===== src/pms_pkg.sv =====
// Package: power states, clock source codes and timing constants
package pms_pkg;
  // Power states of the sequencer
  typedef enum logic [2:0] {
    ST_ACTIVE = 3'b000,
    ST_IDLE = 3'b001,
    ST_GATE_SB = 3'b010,
    ST_STANDBY = 3'b011,
    ST_GATE_SD = 3'b100,
    ST_SHUTDOWN = 3'b101,
    ST_RESET = 3'b110
  } pms_state_t;
  // Requested low-power mode codes
  localparam logic [1:0] REQ_IDLE = 2'h0;
  localparam logic [1:0] REQ_STANDBY = 2'h1;
  localparam logic [1:0] REQ_SHUTDOWN = 2'h2;
  // Low-speed clock source select codes
  localparam logic [1:0] LF_RC = 2'h0;
  localparam logic [1:0] LF_XTAL = 2'h1;
  localparam logic [1:0] LF_PIN = 2'h2;
  // Reset cause codes
  localparam logic [1:0] CAUSE_POR = 2'h0;
  localparam logic [1:0] CAUSE_PIN = 2'h1;
  localparam logic [1:0] CAUSE_WAKE = 2'h2;
  // Settle time between gating and power removal
  localparam int GATE_NS = 40;
  localparam int CLK_NS = 8;
  localparam int GATE_CYC = (GATE_NS + CLK_NS - 1) / CLK_NS;
  // Length of the internal reset sequence
  localparam int RST_NS = 160;
  localparam int RST_CYC = (RST_NS + CLK_NS - 1) / CLK_NS;
  localparam int CNT_W = 8;
endpackage


===== src/pms_seq.sv =====
// Power-mode sequencer with clock gating, I/O latch and reset cause
`timescale 1ns/1ps
module pms_seq #(
  parameter int NIO = 8
) (
  input wire logic clk_sys,
  input wire logic nrst,
  input wire logic reset_pin_n,
  input wire logic mode_req,
  input wire logic [1:0] mode_sel,
  input wire logic irq_any,
  input wire logic rtc_evt,
  input wire logic sensor_evt,
  input wire logic ext_wake,
  input wire logic [NIO-1:0] io_in,
  input wire logic [NIO-1:0] sd_wake_en,
  input wire logic [1:0] lf_sel,
  input wire logic lf_out_en,
  input wire logic rc_osc_low,
  input wire logic crystal_osc_low,
  input wire logic [NIO-1:0] lf_pin_clk,
  input wire logic [2:0] lf_pin_idx,
  input wire logic rc_osc_medium,
  output logic cpu_clk_en,
  output logic mem_clk_en,
  output logic periph_clk_en,
  output logic flash_pwr,
  output logic periph_pwr,
  output logic sram_retain,
  output logic supply_duty,
  output logic brownout_detect_duty,
  output logic always_on_domain_pwr,
  output logic sensor_pwr,
  output logic io_latch,
  output logic [NIO-1:0] io_hold,
  output logic always_on_watchdog_run,
  output logic ordinary_watchdog_pause,
  output logic sys_rst_n,
  output logic [1:0] reset_cause,
  output logic low_speed_sys_clock,
  output logic medium_speed_sys_clock,
  output logic lf_pin_out,
  output logic lf_pin_oe,
  output logic radio_resync
);
  // Whole module state in one record
  typedef struct packed {
    pms_pkg::pms_state_t st;
    logic [pms_pkg::CNT_W-1:0] cnt;
    logic [NIO-1:0] hold;
    logic [1:0] cause;
    logic cpu_ce, mem_ce, per_ce, fl_pw, per_pw, ret, duty;
    logic aon_pw, sen_pw, latch, aon_wd, wd_pause, rst_n;
    logic lf, mf, lfo, lfoe, resync;
  } pms_regs_t;

  pms_regs_t s_q;
  pms_regs_t s_d;
  logic lf_src;
  logic wake_sb;
  logic wake_sd;

  // Low-speed source mux; pin source reaches any I/O via index
  always_comb
  begin
    case (lf_sel)
      pms_pkg::LF_XTAL: lf_src = crystal_osc_low;
      pms_pkg::LF_PIN: lf_src = lf_pin_clk[lf_pin_idx];
      default: lf_src = rc_osc_low;
    endcase
  end

  // Standby wakes to active only on these three; interrupts alone do not count
  assign wake_sb = ext_wake | rtc_evt | sensor_evt;
  // Any enabled pin differing from its held level wakes shutdown
  assign wake_sd = |((io_in ^ s_q.hold) & sd_wake_en);

  // Next-state and output decode
  always_comb
  begin
    s_d = s_q;
    s_d.mf = rc_osc_medium;
    s_d.lf = lf_src;
    // Output only for RC or crystal; a pin source is not echoed
    s_d.lfoe = lf_out_en && (lf_sel != pms_pkg::LF_PIN);
    s_d.lfo = s_d.lfoe & lf_src;
    s_d.resync = 1'b0;
    if (s_q.cnt != '0)
      s_d.cnt = s_q.cnt - 1'b1;
    case (s_q.st)
      pms_pkg::ST_ACTIVE:
      begin
        s_d.cpu_ce = 1'b1;
        s_d.mem_ce = 1'b1;
        s_d.per_ce = 1'b1;
        s_d.fl_pw = 1'b1;
        s_d.per_pw = 1'b1;
        s_d.ret = 1'b0;
        s_d.duty = 1'b0;
        s_d.aon_pw = 1'b1;
        s_d.sen_pw = 1'b1;
        s_d.latch = 1'b0;
        s_d.aon_wd = 1'b1;
        s_d.wd_pause = 1'b0;
        s_d.rst_n = 1'b1;
        if (mode_req)
        begin
          // Clocks stop first; power waits for the gate timer
          s_d.cpu_ce = 1'b0;
          s_d.mem_ce = 1'b0;
          s_d.cnt = pms_pkg::CNT_W'(pms_pkg::GATE_CYC);
          case (mode_sel)
            pms_pkg::REQ_IDLE: s_d.st = pms_pkg::ST_IDLE;
            pms_pkg::REQ_STANDBY:
            begin
              s_d.st = pms_pkg::ST_GATE_SB;
              s_d.per_ce = 1'b0;
              s_d.latch = 1'b1;
              s_d.hold = io_in;
            end
            pms_pkg::REQ_SHUTDOWN:
            begin
              s_d.st = pms_pkg::ST_GATE_SD;
              s_d.per_ce = 1'b0;
              s_d.latch = 1'b1;
              s_d.hold = io_in;
            end
            default:
            begin
              // Unknown code is ignored, so the CPU keeps its clocks
              s_d.cpu_ce = 1'b1;
              s_d.mem_ce = 1'b1;
            end
          endcase
        end
      end
      pms_pkg::ST_IDLE:
      begin
        s_d.cpu_ce = 1'b0;
        s_d.mem_ce = 1'b0;
        if (irq_any)
        begin
          s_d.st = pms_pkg::ST_ACTIVE;
          s_d.cpu_ce = 1'b1;
          s_d.mem_ce = 1'b1;
        end
      end
      pms_pkg::ST_GATE_SB:
        if (s_q.cnt == '0)
        begin
          s_d.st = pms_pkg::ST_STANDBY;
          s_d.fl_pw = 1'b0;
          s_d.per_pw = 1'b0;
          s_d.ret = 1'b1;
          s_d.duty = 1'b1;
          s_d.wd_pause = 1'b1;
          s_d.resync = 1'b1;
        end
      pms_pkg::ST_STANDBY:
        if (wake_sb)
        begin
          // Registers untouched, so CPU resumes in place
          s_d.st = pms_pkg::ST_ACTIVE;
          s_d.resync = 1'b1;
        end
      pms_pkg::ST_GATE_SD:
        if (s_q.cnt == '0)
        begin
          s_d.st = pms_pkg::ST_SHUTDOWN;
          s_d.fl_pw = 1'b0;
          s_d.per_pw = 1'b0;
          s_d.ret = 1'b0;
          s_d.aon_pw = 1'b0;
          s_d.sen_pw = 1'b0;
          s_d.aon_wd = 1'b0;
          s_d.wd_pause = 1'b0;
          s_d.rst_n = 1'b0;
        end
      pms_pkg::ST_SHUTDOWN:
        if (wake_sd)
        begin
          s_d.st = pms_pkg::ST_RESET;
          s_d.cause = pms_pkg::CAUSE_WAKE;
          s_d.cnt = pms_pkg::CNT_W'(pms_pkg::RST_CYC);
        end
      pms_pkg::ST_RESET:
      begin
        s_d.rst_n = 1'b0;
        s_d.latch = 1'b0;
        s_d.aon_pw = 1'b1;
        if (s_q.cnt == '0)
          s_d.st = pms_pkg::ST_ACTIVE;
      end
      default: s_d.st = pms_pkg::ST_RESET;
    endcase
    // Reset pin overrides every state, shutdown included
    if (!reset_pin_n)
    begin
      s_d.st = pms_pkg::ST_RESET;
      s_d.cause = pms_pkg::CAUSE_PIN;
      s_d.cnt = pms_pkg::CNT_W'(pms_pkg::RST_CYC);
      s_d.rst_n = 1'b0;
      s_d.cpu_ce = 1'b0;
      s_d.mem_ce = 1'b0;
      s_d.latch = 1'b0;
    end
  end

  // State register; power-on leaves cause at power-on code
  always_ff @(posedge clk_sys or negedge nrst)
  begin
    if (!nrst)
    begin
      s_q <= '0;
      s_q.st <= pms_pkg::ST_RESET;
      s_q.cnt <= pms_pkg::CNT_W'(pms_pkg::RST_CYC);
      s_q.cause <= pms_pkg::CAUSE_POR;
      s_q.aon_pw <= 1'b1;
    end
    else
      s_q <= s_d;
  end

  assign cpu_clk_en = s_q.cpu_ce;
  assign mem_clk_en = s_q.mem_ce;
  assign periph_clk_en = s_q.per_ce;
  assign flash_pwr = s_q.fl_pw;
  assign periph_pwr = s_q.per_pw;
  assign sram_retain = s_q.ret;
  assign supply_duty = s_q.duty;
  assign brownout_detect_duty = s_q.duty;
  assign always_on_domain_pwr = s_q.aon_pw;
  assign sensor_pwr = s_q.sen_pw;
  assign io_latch = s_q.latch;
  assign io_hold = s_q.hold;
  assign always_on_watchdog_run = s_q.aon_wd;
  assign ordinary_watchdog_pause = s_q.wd_pause;
  assign sys_rst_n = s_q.rst_n;
  assign reset_cause = s_q.cause;
  assign low_speed_sys_clock = s_q.lf;
  assign medium_speed_sys_clock = s_q.mf;
  assign lf_pin_out = s_q.lfo;
  assign lf_pin_oe = s_q.lfoe;
  assign radio_resync = s_q.resync;
endmodule


===== config.mk =====
export PLATFORM = sky130hd
export DESIGN_NAME = pms_seq
export DESIGN_NICKNAME = d
export VERILOG_FILES = /design/src/pms_pkg.sv /design/src/pms_seq.sv
export SDC_FILE = /design/constraint.sdc
export NUM_CORES = 1
export LEC_CHECK = 0
export BUFFER_PORTS_ARGS = -buffer_cell sky130_fd_sc_hd__clkbuf_2
export CORE_MARGIN = 2
export CORE_UTILIZATION = 50
export DETAILED_ROUTE_END_ITERATION = 12
export HOLD_SLACK_MARGIN = 0.05
export PLACE_DENSITY = 0.8
export SYNTH_ARGS = -nofsm -noshare
export SYNTH_HDL_FRONTEND = slang
export SYNTH_SLANG_ARGS = --single-unit

===== constraint.sdc =====
create_clock -name clk_sys -period 2.2 [get_ports clk_sys]
set_input_delay 0.22 -clock clk_sys [delete_from_list [all_inputs] [get_ports clk_sys]]
set_output_delay 0.22 -clock clk_sys [all_outputs]
set_load 0.1 [all_outputs]

# Yosys cells after proc, flatten, opt, wreduce, memory -nomap -nowiden
# Cells that the tools add are included.
# Widths: inputs -> output; s select.
word_totals:
  register_bits: 39
  input_bits: 43
  out_inout_bits: 29
  word_cells: 118
op_classes:
  addsub: 1
  magnitude_cmp: 1
  n_eq_ne: 26
  n_mux: 42
  bitwise: 5
  reduce_logical: 21
op_table:
  columns: ["operator", "count"]
  rows:
  - ["$mux 11", 2]
  - ["$ne 3x3->1 const B", 7]
  - ["$pmux 3 s7", 1]
  - ["$mux 19", 1]
  - ["$mux 3", 6]
  - ["$pmux 3 s3", 2]
  - ["$mux 8", 2]
  - ["$pmux 8 s2", 1]
  - ["$pmux 1 s2", 7]
  - ["$mux 2", 5]
  - ["$reduce_and 2->1", 5]
  - ["$eq 3x3->1 const B", 3]
  - ["$mux 1", 9]
  - ["$and 8x8->8", 1]
  - ["$logic_not 8->1", 1]
  - ["$mux 4", 2]
  - ["$reduce_and 8->1", 1]
  - ["$reduce_bool 8->1", 1]
  - ["$reduce_or 8->1", 1]
  - ["$sub 8x1->8 const B", 1]
  - ["$xor 8x8->8", 1]
  - ["$eq 3x2->1 const B", 2]
  - ["$ne 2x2->1 const B", 3]
  - ["$ne 3x1->1 const B", 2]
  - ["other kinds (20)", 29]

# Logic depth before layout (Yosys ltp)
# Gate-level depths: netlist (run 1).
logic_depth:
  depth_word: 6
  mapped_depth: 7
  depth_no_buf: 7

# Worst setup path after synthesis (run 1)
# OpenSTA, ideal clock, no wires.
synth_path:
  kind: "register -> register"
  from: "register s_q[31] (netlist name)"
  to: "register s_q[37] (netlist name)"
  t_arrival_ps: 1826
  path_slack_ps: 280
  stages_incl_launch_ff: 6
  n_path_buf: 0
  period_less_slack_ps: 1920
  cell_sequence: "dfrtp_1 -> or4_4 -> nor3_4 -> o311ai_4 -> a2111oi_4 -> a211oi_1"
synth_via:
  elab_chain_cells: 3
  word_cells_on_any_way: 5
  cone_classes: "3 x eq/ne; 2 x reduce/logical"
synth_lines:
  columns: ["item", "line_no", "rtl"]
  rows:
  - ["start: declaration", "pms_seq.sv:57", "pms_regs_t s_q;"]
  - ["$logic_not 8->1 *", "pms_seq.sv:149, pms_seq.sv:167, pms_seq.sv:191", null]
  - ["$ne 3x3->1 (no source line)", null, null]
  - ["$reduce_and 8->1 (no source line) *", null, null]
# Every way passes the cells marked *; elsewhere a longest branch is shown, timed or not.
# A chain may end at the register's enable or synchronous reset.

# Final worst setup path (run 1)
# Ends and elaborated chain as after synthesis.

==> results of run 1 <==
## path summary, 6_finish.rpt
kind | slack, ps | from | end | cells past startpoint
worst max-delay path | 280 | s_q[31] | s_q[37] | 5
worst min-delay path | 30 | nrst | reset_cause[0] | 1
worst max register to register | 280 | s_q[31] | s_q[37] | 5
worst min register to register | 490 | reset_cause[1] | reset_cause[1] | 1
max in group asynchronous | 1640 | nrst | io_hold[2] | 1
min in group clk_sys | 170 | rc_osc_low | low_speed_sys_clock | 3
## routing by layer
layer,up-vias,part of all wire,global-route usage
li1,851,-,-
met1,798,0.46,0.2578
met2,67,0.45,0.3045
met3,6,0.076,0.05994
met4,0,0.013,0.05882
met5,-,0,0
## per-stage QoR
step | cells | setup WS [ps] | instance area [um2]
floorplan | 210 | 279.9 | 2118
global placement | 316 | 347.1 | 2442
detailed placement | 316 | 292.2 | 2442
CTS | 325 | 275.6 | 2534
global route | 325 | 145.3 | 2534
finish | 325 | 280.1 | 2534
## cells in the mapped netlist (all sizes together) (2+ instances only)
master,n,area share
o211ai,2,0.0071
o21ai,12,0.028
nand3,2,0.0047
mux2,9,0.048
nor4b,2,0.0083
xor2,11,0.045
a21oi,9,0.021
and3,5,0.015
dfstp,5,0.062
nor2,15,0.027
a2111oi,2,0.018
and2,2,0.0059
xnor2,3,0.012
ha,9,0.053
inv,14,0.025
nor3,7,0.024
nand2,18,0.032
clkbuf,4,0.0071
a21o,2,0.0071
dfrtp,31,0.37
nor4,2,0.0059
o31ai,2,0.0071
buf,15,0.051
nand2b,4,0.012
a22oi,4,0.014
mux4,2,0.021
nor2b,2,0.0059
o311ai,2,0.017
## critical path, cell delays in order (launching register included)
cell and delay (ps):
dfrtp_1 420, or4_4 580, nor3_4 290, o311ai_4 170, a2111oi_4 290, a211oi_1 80
## cell type report
type / instances / area share
multi-input cells: 141 / 0.4084
flip-flops and latches: 36 / 0.3580
repair buffers: 76 / 0.1560
clock buffers: 7 / 0.03012
well taps: 50 / 0.02469
inverters: 14 / 0.02074
clock inverters: 1 / 0.001975
## where the power goes
group          internal, W  switching [W]
clock             0.000222       0.000219
combinational     0.000520        0.00175
sequential        0.000897       0.000223
total              0.00164        0.00219
## cells by family after synthesis
kind of cell | count (synthesis)
adder cells (fa/ha/maj) | 9
buffers and inverters | 33
flip-flops | 36
XOR/XNOR | 14
multiplexers | 11
AND/OR/NAND/NOR | 62
AO/OA/AOI/OAI | 45
==> out/metrics.yaml, run 1 <==
synth-compound-area-share: 0.1571
p_leak_nw: 1.296
power_density_nw_per_um2: 1511
synthXorXnorAreaFrac: 0.05789
fmax_mhz: 520.9
synth_cell_type_count: 46
cts-htree-levels: 2
final_net_count: 326
drt-vias-per-instance: 5.298
cap_violations: 0
rsz0062_at_grt: "false"
path_max_fanout: 5
drive_gt1_frac: 0.3745
post_cts_resized: 0
hold_ws_ps: 25.94
synthToLayoutAreaGrowth_pct: 19.61
finalWirelength_mm: 4.118
synth_top_family_by_area: "compound AO/OA/AOI/OAI gates"
numPortBuffers: 71
drt_pass1_iterations: 4
wl_per_cell_um: 12.67
antenna_found_initial: 0
total_power_w: 0.003828
die_area_um2: 4773
synthArstFlopShare: 1.000
place_hpwl_mm: 3.269
worst_slew_pin_slew_ps: 838.5
yosys.area_share.simple: 0.1512
cts_inserted_buffers: 5
grt_max_degree: 37
grt_pass1_wl_mm: 7.445
gp_congestion: 0.8715
synth_area_per_cell_um2: 10.09
seqCellArea_um2: 907.1
setup_viol: 0
clk_pin_slew_worst_paths_ps: 70
cts_tree: "done"
largest_reg_flops: 11
synth_nets: 262
slew_violations: 0
most-common-layout-cells: "clkbuf_2, dfrtp_1, nand2_1, nor2_1, inv_1"
drc: 0
muxShareOfSynthArea: 0.06911
pin_count: 72
start_util: 0.5258
period_share: 0.8727
final_common_cell: "clkbuf_2"
synthAdderAreaFrac: 0.05316
ant_nets: 0
globalRouteTotalUtil: 0.1939
multi_input_area_um2: 1035
end_kind: "flip-flop"
die_height_um: 69.09
clockRootBuffer: "clkbuf_8"
min_period_ps: 1920
clkLatencyLatePin_ps: 290
cts.path.max_buffers: 2
synth_seq_area_share: 0.4282
ys_warn_count: 0
ys_ff_latch: 36
antenna_cells: 0
drtIter0Drc: 121
hold_viol_final: 0
cp.required_ps: 2400
relSlewSlack: 0.4410
core_um2: 4029
ir_drop_mv: 1.020
min_path_type: "in -> async"
postSynth.topFlopCell: "dfrtp_1"
fin_util: 0.6289
synth_area_um2: 2118
fin_worst_skew_ps: 7.085
num_vias: 1722
hold_buffers: 1
fin_tns_setup_ps: 0
overflow: 0
fp-row-count: 23
n_fill_cell: 358
synth_edf_count: 0
cts_num_sinks: 36
die_w_um: 69.09
worstPathArrival_ps: 2120
cp-start-kind: "flip-flop"
status: "finished clean"
path_class: "reg -> reg"
top_register: "s_q"
cts_setup_buffers: 0
synthCells: 210
grt_pass1_vias: 1695
Note: power is estimated with default switching activity, not from simulation.
==> run 2: changes to the inputs <==
Clock period 2.2 ns to 1.8 ns, I/O delays scaled along.
==> out/metrics.yaml, run 2 (synthesis results as in run 1) <==
stdcell_count: 335  # was 325
wl_per_cell_um: 13.15  # was 12.67 um
hold_ws_ps: 124.8  # was 25.94 ps
drc: 0  # unchanged
cts_inserted_buffers: 5  # unchanged
r2r_slack_ps: 9  # was 280 ps
pin_count: 72  # unchanged
fmax_mhz: 558.4  # was 520.9 MHz
start_util: 0.5258  # unchanged
worstPathArrival_ps: 1970  # was 2120 ps
drt-vias-per-instance: 5.334  # was 5.298
busiest_layer: "met2"  # unchanged
r2r_cells: 5  # unchanged
status: "finished clean"  # unchanged
finalWirelength_mm: 4.405  # was 4.118 mm
grt_max_degree: 37  # unchanged
setup_viol: 0  # unchanged
final_net_count: 336  # was 326
min_path_type: "in -> reg"  # was in -> async
n_fill_cell: 339  # was 358
power_density_nw_per_um2: 1814  # was 1511 nW/um2
cts.path.max_buffers: 2  # unchanged
drtIter0Drc: 99  # was 121
drt_pass1_iterations: 4  # unchanged
cap_violations: 0  # unchanged
clkLatencyLatePin_ps: 290  # about the same
place_hpwl_mm: 3.420  # was 3.269 mm
use_met1: 0.2471  # was 0.2578
period_share: 0.9950  # was 0.8727
cp.required_ps: 1980  # was 2400 ps
hold_viol_final: 0  # unchanged
worst_slew_pin_slew_ps: 551.5  # was 838.5 ps
cts-htree-levels: 2  # unchanged
gp_congestion: 0.8258  # was 0.8715
relSlewSlack: 0.6339  # was 0.4410
most-common-layout-cells: "clkbuf_2, dfrtp_1, nand2_1, nor2_1, inv_1"  # unchanged
grt_pass1_vias: 1757  # was 1,695
overflow: 0  # unchanged
fp-row-count: 23  # unchanged
num_vias: 1787  # was 1,722
die_height_um: 69.09  # unchanged
synthToLayoutAreaGrowth_pct: 25.58  # was 19.61%
clockRootBuffer: "clkbuf_8"  # unchanged
p_leak_nw: 1.357  # was 1.296 nW
cts_num_sinks: 36  # unchanged
largest_reg_flops: 11  # unchanged
grt_pass1_wl_mm: 7.603  # was 7.445 mm
hold_depth: 3
final_common_cell: "clkbuf_2"  # unchanged
die_w_um: 69.09  # unchanged
numPortBuffers: 71  # unchanged
clk_pin_slew_worst_paths_ps: 70  # about the same
path_class: "reg -> reg"  # unchanged
die_area_um2: 4773  # unchanged
cts_tree: "done"  # unchanged
path_max_fanout: 5  # unchanged
globalRouteTotalUtil: 0.1956  # was 0.1939
end_kind: "flip-flop"  # unchanged
met3_usage: 0.05117  # was 0.05994
place_inst: 323  # was 316
top_register: "s_q"  # unchanged
antenna_found_initial: 0  # unchanged
rsz0062_at_grt: "true"  # was false
slew_violations: 0  # unchanged
ant_nets: 0  # unchanged
ir_drop_mv: 1.007  # was 1.020 mV
antenna_cells: 0  # unchanged
use_met2: 0.3237  # was 0.3045
core_um2: 4029  # unchanged
drive_gt1_frac: 0.4070  # was 0.3745
cp-start-kind: "flip-flop"  # unchanged
min_period_ps: 1791  # was 1920 ps
fin_worst_skew_ps: 6.289  # was 7.085 ps
## run 2: worst max-delay path: stages, from the launching register on
cell and delay, ps:
dfstp_2 390, or4_4 560, or3_4 440, a21o_1 190
nand2_1 60, nand2_1 50
## run 2: routing by layer
layer | routed length (um) | up-vias | share of wire
met4 | 61 | 0 | 0.014
li1 | - | 872 | -
met5 | 0 | - | 0
met2 | 2101 | 74 | 0.48
met3 | 341 | 7 | 0.077
met1 | 1900 | 834 | 0.43
## run 2: power breakdown
group | total (W) | internal (W) | switching (W) | leakage, nW
sequential | 0.00136 | 0.00110 | 0.000259 | 0.436
clock | 0.000541 | 0.000275 | 0.000266 | 0.0395
combinational | 0.00293 | 0.000724 | 0.00221 | 0.881
## run 2: path summary, 6_finish.rpt
| kind | startpoint | end |
|---|---|---|
| worst max-delay path | s_q[32] | ordinary_watchdog_pause |
| worst min-delay path | rc_osc_low | low_speed_sys_clock |
| worst max register to register | s_q[32] | ordinary_watchdog_pause |
| worst min register to register | ordinary_watchdog_pause | ordinary_watchdog_pause |
| max in group asynchronous | nrst | s_q[32] |
| min in group asynchronous | nrst | flash_pwr |
## run 2: area by class of cell
class	instances	area [um2]	share of cell area
multi-input cells	141	1077	0.4050
flip-flops and latches	36	907.1	0.3410
repair buffers	86	480.5	0.1806
clock buffers	8	80.08	0.03010
well taps	50	62.56	0.02352
inverters	14	52.55	0.01976
## run 2: metrics by stage
step / TNS [ps] / total power (W) / setup WS, ps / utilization / area (um2)
after floorplan: 0 / 0.003840 / 13.84 / - / 2118
after global placement: 0 / 0.004168 / 11.05 / 0.6193 / 2495
after detailed placement: -137.4 / 0.004206 / -37.65 / 0.6193 / 2495
after CTS: -45.33 / 0.004793 / -25.74 / 0.6512 / 2624
after global routing: -260.2 / 0.005077 / -53.67 / 0.6602 / 2660
final: 0 / 0.004825 / 9.069 / 0.6602 / 2660
## run 2: timing repair
| action | CTS | global route |
|---|---|---|
| endpoints found under the setup margin | 5 | 16 |
| hold endpoints to repair | 32 | 0 |
| pin swaps | 4 | 8 |
| setup buffers | 2 | 0 |
| hold buffers | 2 | 0 |
| resized for setup | 3 | 7 |
==> run 3: changes to the inputs <==
==> constraint.sdc (replaced) <==
create_clock -name clk_sys -period 1.8 [get_ports clk_sys]
set_input_delay 0.36 -clock clk_sys [delete_from_list [all_inputs] [get_ports clk_sys]]
set_output_delay 0.36 -clock clk_sys [all_outputs]
set_load 0.1 [all_outputs]
==> out/metrics.yaml, run 3 (synthesis results as in run 1) <==
most-common-layout-cells: "clkbuf_2, dfrtp_1, nand2_1, nor2_1, inv_1"  # unchanged
min_period_ps: 1808  # was 1791 ps
die_area_um2: 4773  # unchanged
cp-start-kind: "flip-flop"  # unchanged
cp.required_ps: 1980  # about the same
synthToLayoutAreaGrowth_pct: 27.88  # was 25.58%
fin_util: 0.6724  # was 0.6602
drtIter0Drc: 161  # was 99
gp_congestion: 0.8362  # was 0.8258
min_path_type: "in -> async"  # was in -> reg
ir_drop_mv: 1.270  # was 1.007 mV
period_share: 1.004  # was 0.9950
grt_pass1_vias: 1823  # was 1,757
globalRouteTotalUtil: 0.2083  # was 0.1956
relSlewSlack: 0.5792  # was 0.6339
ant_nets: 0  # unchanged
antenna_found_initial: 0  # unchanged
fin_worst_skew_ps: 5.112  # was 6.289 ps
drt_pass1_iterations: 4  # unchanged
place_hpwl_mm: 3.619  # was 3.420 mm
cts_tree: "done"  # unchanged
end_kind: "flip-flop"  # unchanged
cts_num_sinks: 36  # unchanged
worstPathArrival_ps: 1990  # was 1970 ps
pin_count: 72  # unchanged
grt_pass1_wl_mm: 8.066  # was 7.603 mm
overflow: 0  # unchanged
power_density_nw_per_um2: 1813  # was 1814 nW/um2
cap_violations: 0  # unchanged
fmax_mhz: 553.2  # was 558.4 MHz
status: "finished, violations left"  # was finished clean
clockRootBuffer: "clkbuf_8"  # unchanged
largest_reg_flops: 11  # unchanged
clkLatencyLatePin_ps: 290  # about the same
core_um2: 4029  # unchanged
fp-row-count: 23  # unchanged
grt_max_degree: 27  # was 37
clk_pin_slew_worst_paths_ps: 70  # about the same
total_power_w: 0.004910  # was 0.004825 W
cts-htree-levels: 2  # unchanged
drc: 0  # unchanged
hold_viol_final: 0  # unchanged
num_vias: 1803  # was 1,787
final_net_count: 338  # was 336
top_register: "s_q"  # unchanged
place_inst: 325  # was 323
setup_viol: 2  # was 0
path_max_fanout: 5  # unchanged
failed_checks: "setup timing"
dp_worst_setup_slack_ps: -37.43  # was -37.65 ps
cts.path.max_buffers: 2  # unchanged
fin_tns_setup_ps: -14.28  # was 0 ps
wl_per_cell_um: 13.79  # was 13.15 um
path_class: "reg -> reg"  # unchanged
drt-vias-per-instance: 5.350  # was 5.334
die_w_um: 69.09  # unchanged
numPortBuffers: 71  # unchanged
die_height_um: 69.09  # unchanged
drive_gt1_frac: 0.4390  # was 0.4070
stdcell_count: 337  # was 335
hold_buffers: 0  # was 2
slew_violations: 0  # unchanged
setup_ws_ps: -7.571  # was 9.069 ps
start_util: 0.5258  # unchanged
cts_inserted_buffers: 5  # unchanged
rsz0062_at_grt: "true"  # unchanged
p_leak_nw: 1.391  # was 1.357 nW
finalWirelength_mm: 4.647  # was 4.405 mm
antenna_cells: 0  # unchanged
worst_slew_pin_slew_ps: 631.1  # was 551.5 ps
final_common_cell: "clkbuf_2"  # unchanged
==> run 3: cell types whose count changed in the layout (fill, tap and decap cells not counted), moves of 2 or more <==
cell and delta:
buf_6 +2, clkbuf_1 -3, clkinv_2 +2, dlygate4sd3_1 -2
==> run 3: power by group <==
part	internal, W	total [W]	switching [W]	leakage, nW
combinational	0.000733	0.00295	0.00222	0.903
sequential	0.00110	0.00136	0.000268	0.436
clock	0.000305	0.000594	0.000289	0.0510
==> run 3: final timing paths <==
| check | slack [ps] | endpoint | from | cells past startpoint |
|---|---|---|---|---|
| worst max-delay path | -8 | ordinary_watchdog_pause | s_q[34] | 5 |
| worst min-delay path | 80 | sys_rst_n | nrst | 1 |
| worst max register to register | -8 | ordinary_watchdog_pause | s_q[34] | 5 |
| worst min register to register | 510 | sram_retain | sram_retain | 2 |
| max in group asynchronous | 1150 | medium_speed_sys_clock | nrst | 2 |
| min in group clk_sys | 180 | medium_speed_sys_clock | rc_osc_medium | 1 |
==> run 3: critical path, cell delays in order, from the launching register on <==
cell and delay, ps:
dfrtp_1 380, or4_4 570, or3_4 430, a21o_1 200, nand2_1 60, nand2_1 40
==> run 3: area by class of cell <==
type / count / area, um2
Clock buffer: 6 / 82.58
Clock inverter: 2 / 10.01
Fill cell: 345 / 1320
Inverter: 14 / 52.55
Multi-Input combinational cell: 141 / 1084
Sequential cell: 36 / 907.1
Tap cell: 50 / 62.56
Timing Repair Buffer: 88 / 510.5
==> run 3: per-stage QoR <==
stage,hold WS (ps),cell area [um2]
after CTS,83.04,2668
after global placement,397.9,2522
after floorplan,64.41,2118
after global routing,120.3,2709
after detailed placement,406.4,2522
final,78.08,2709
==> run 3: repair_timing <==
item                                    in CTS  in global routing
pin swaps                                    2                  4
setup buffers                                4                  0
resized for setup                            5                 10
endpoints found under the hold margin        0                  0
endpoints found under the setup margin       7                 16
==> run 3: per-layer routing <==
metal  vias up  track usage  routed length [um]
li1        870            -                   -
met4         0      0.05664                  43
met5         -            0                   0
met3         5      0.05702                 347
met1       852       0.2460                1858
met2        76       0.3707                2397
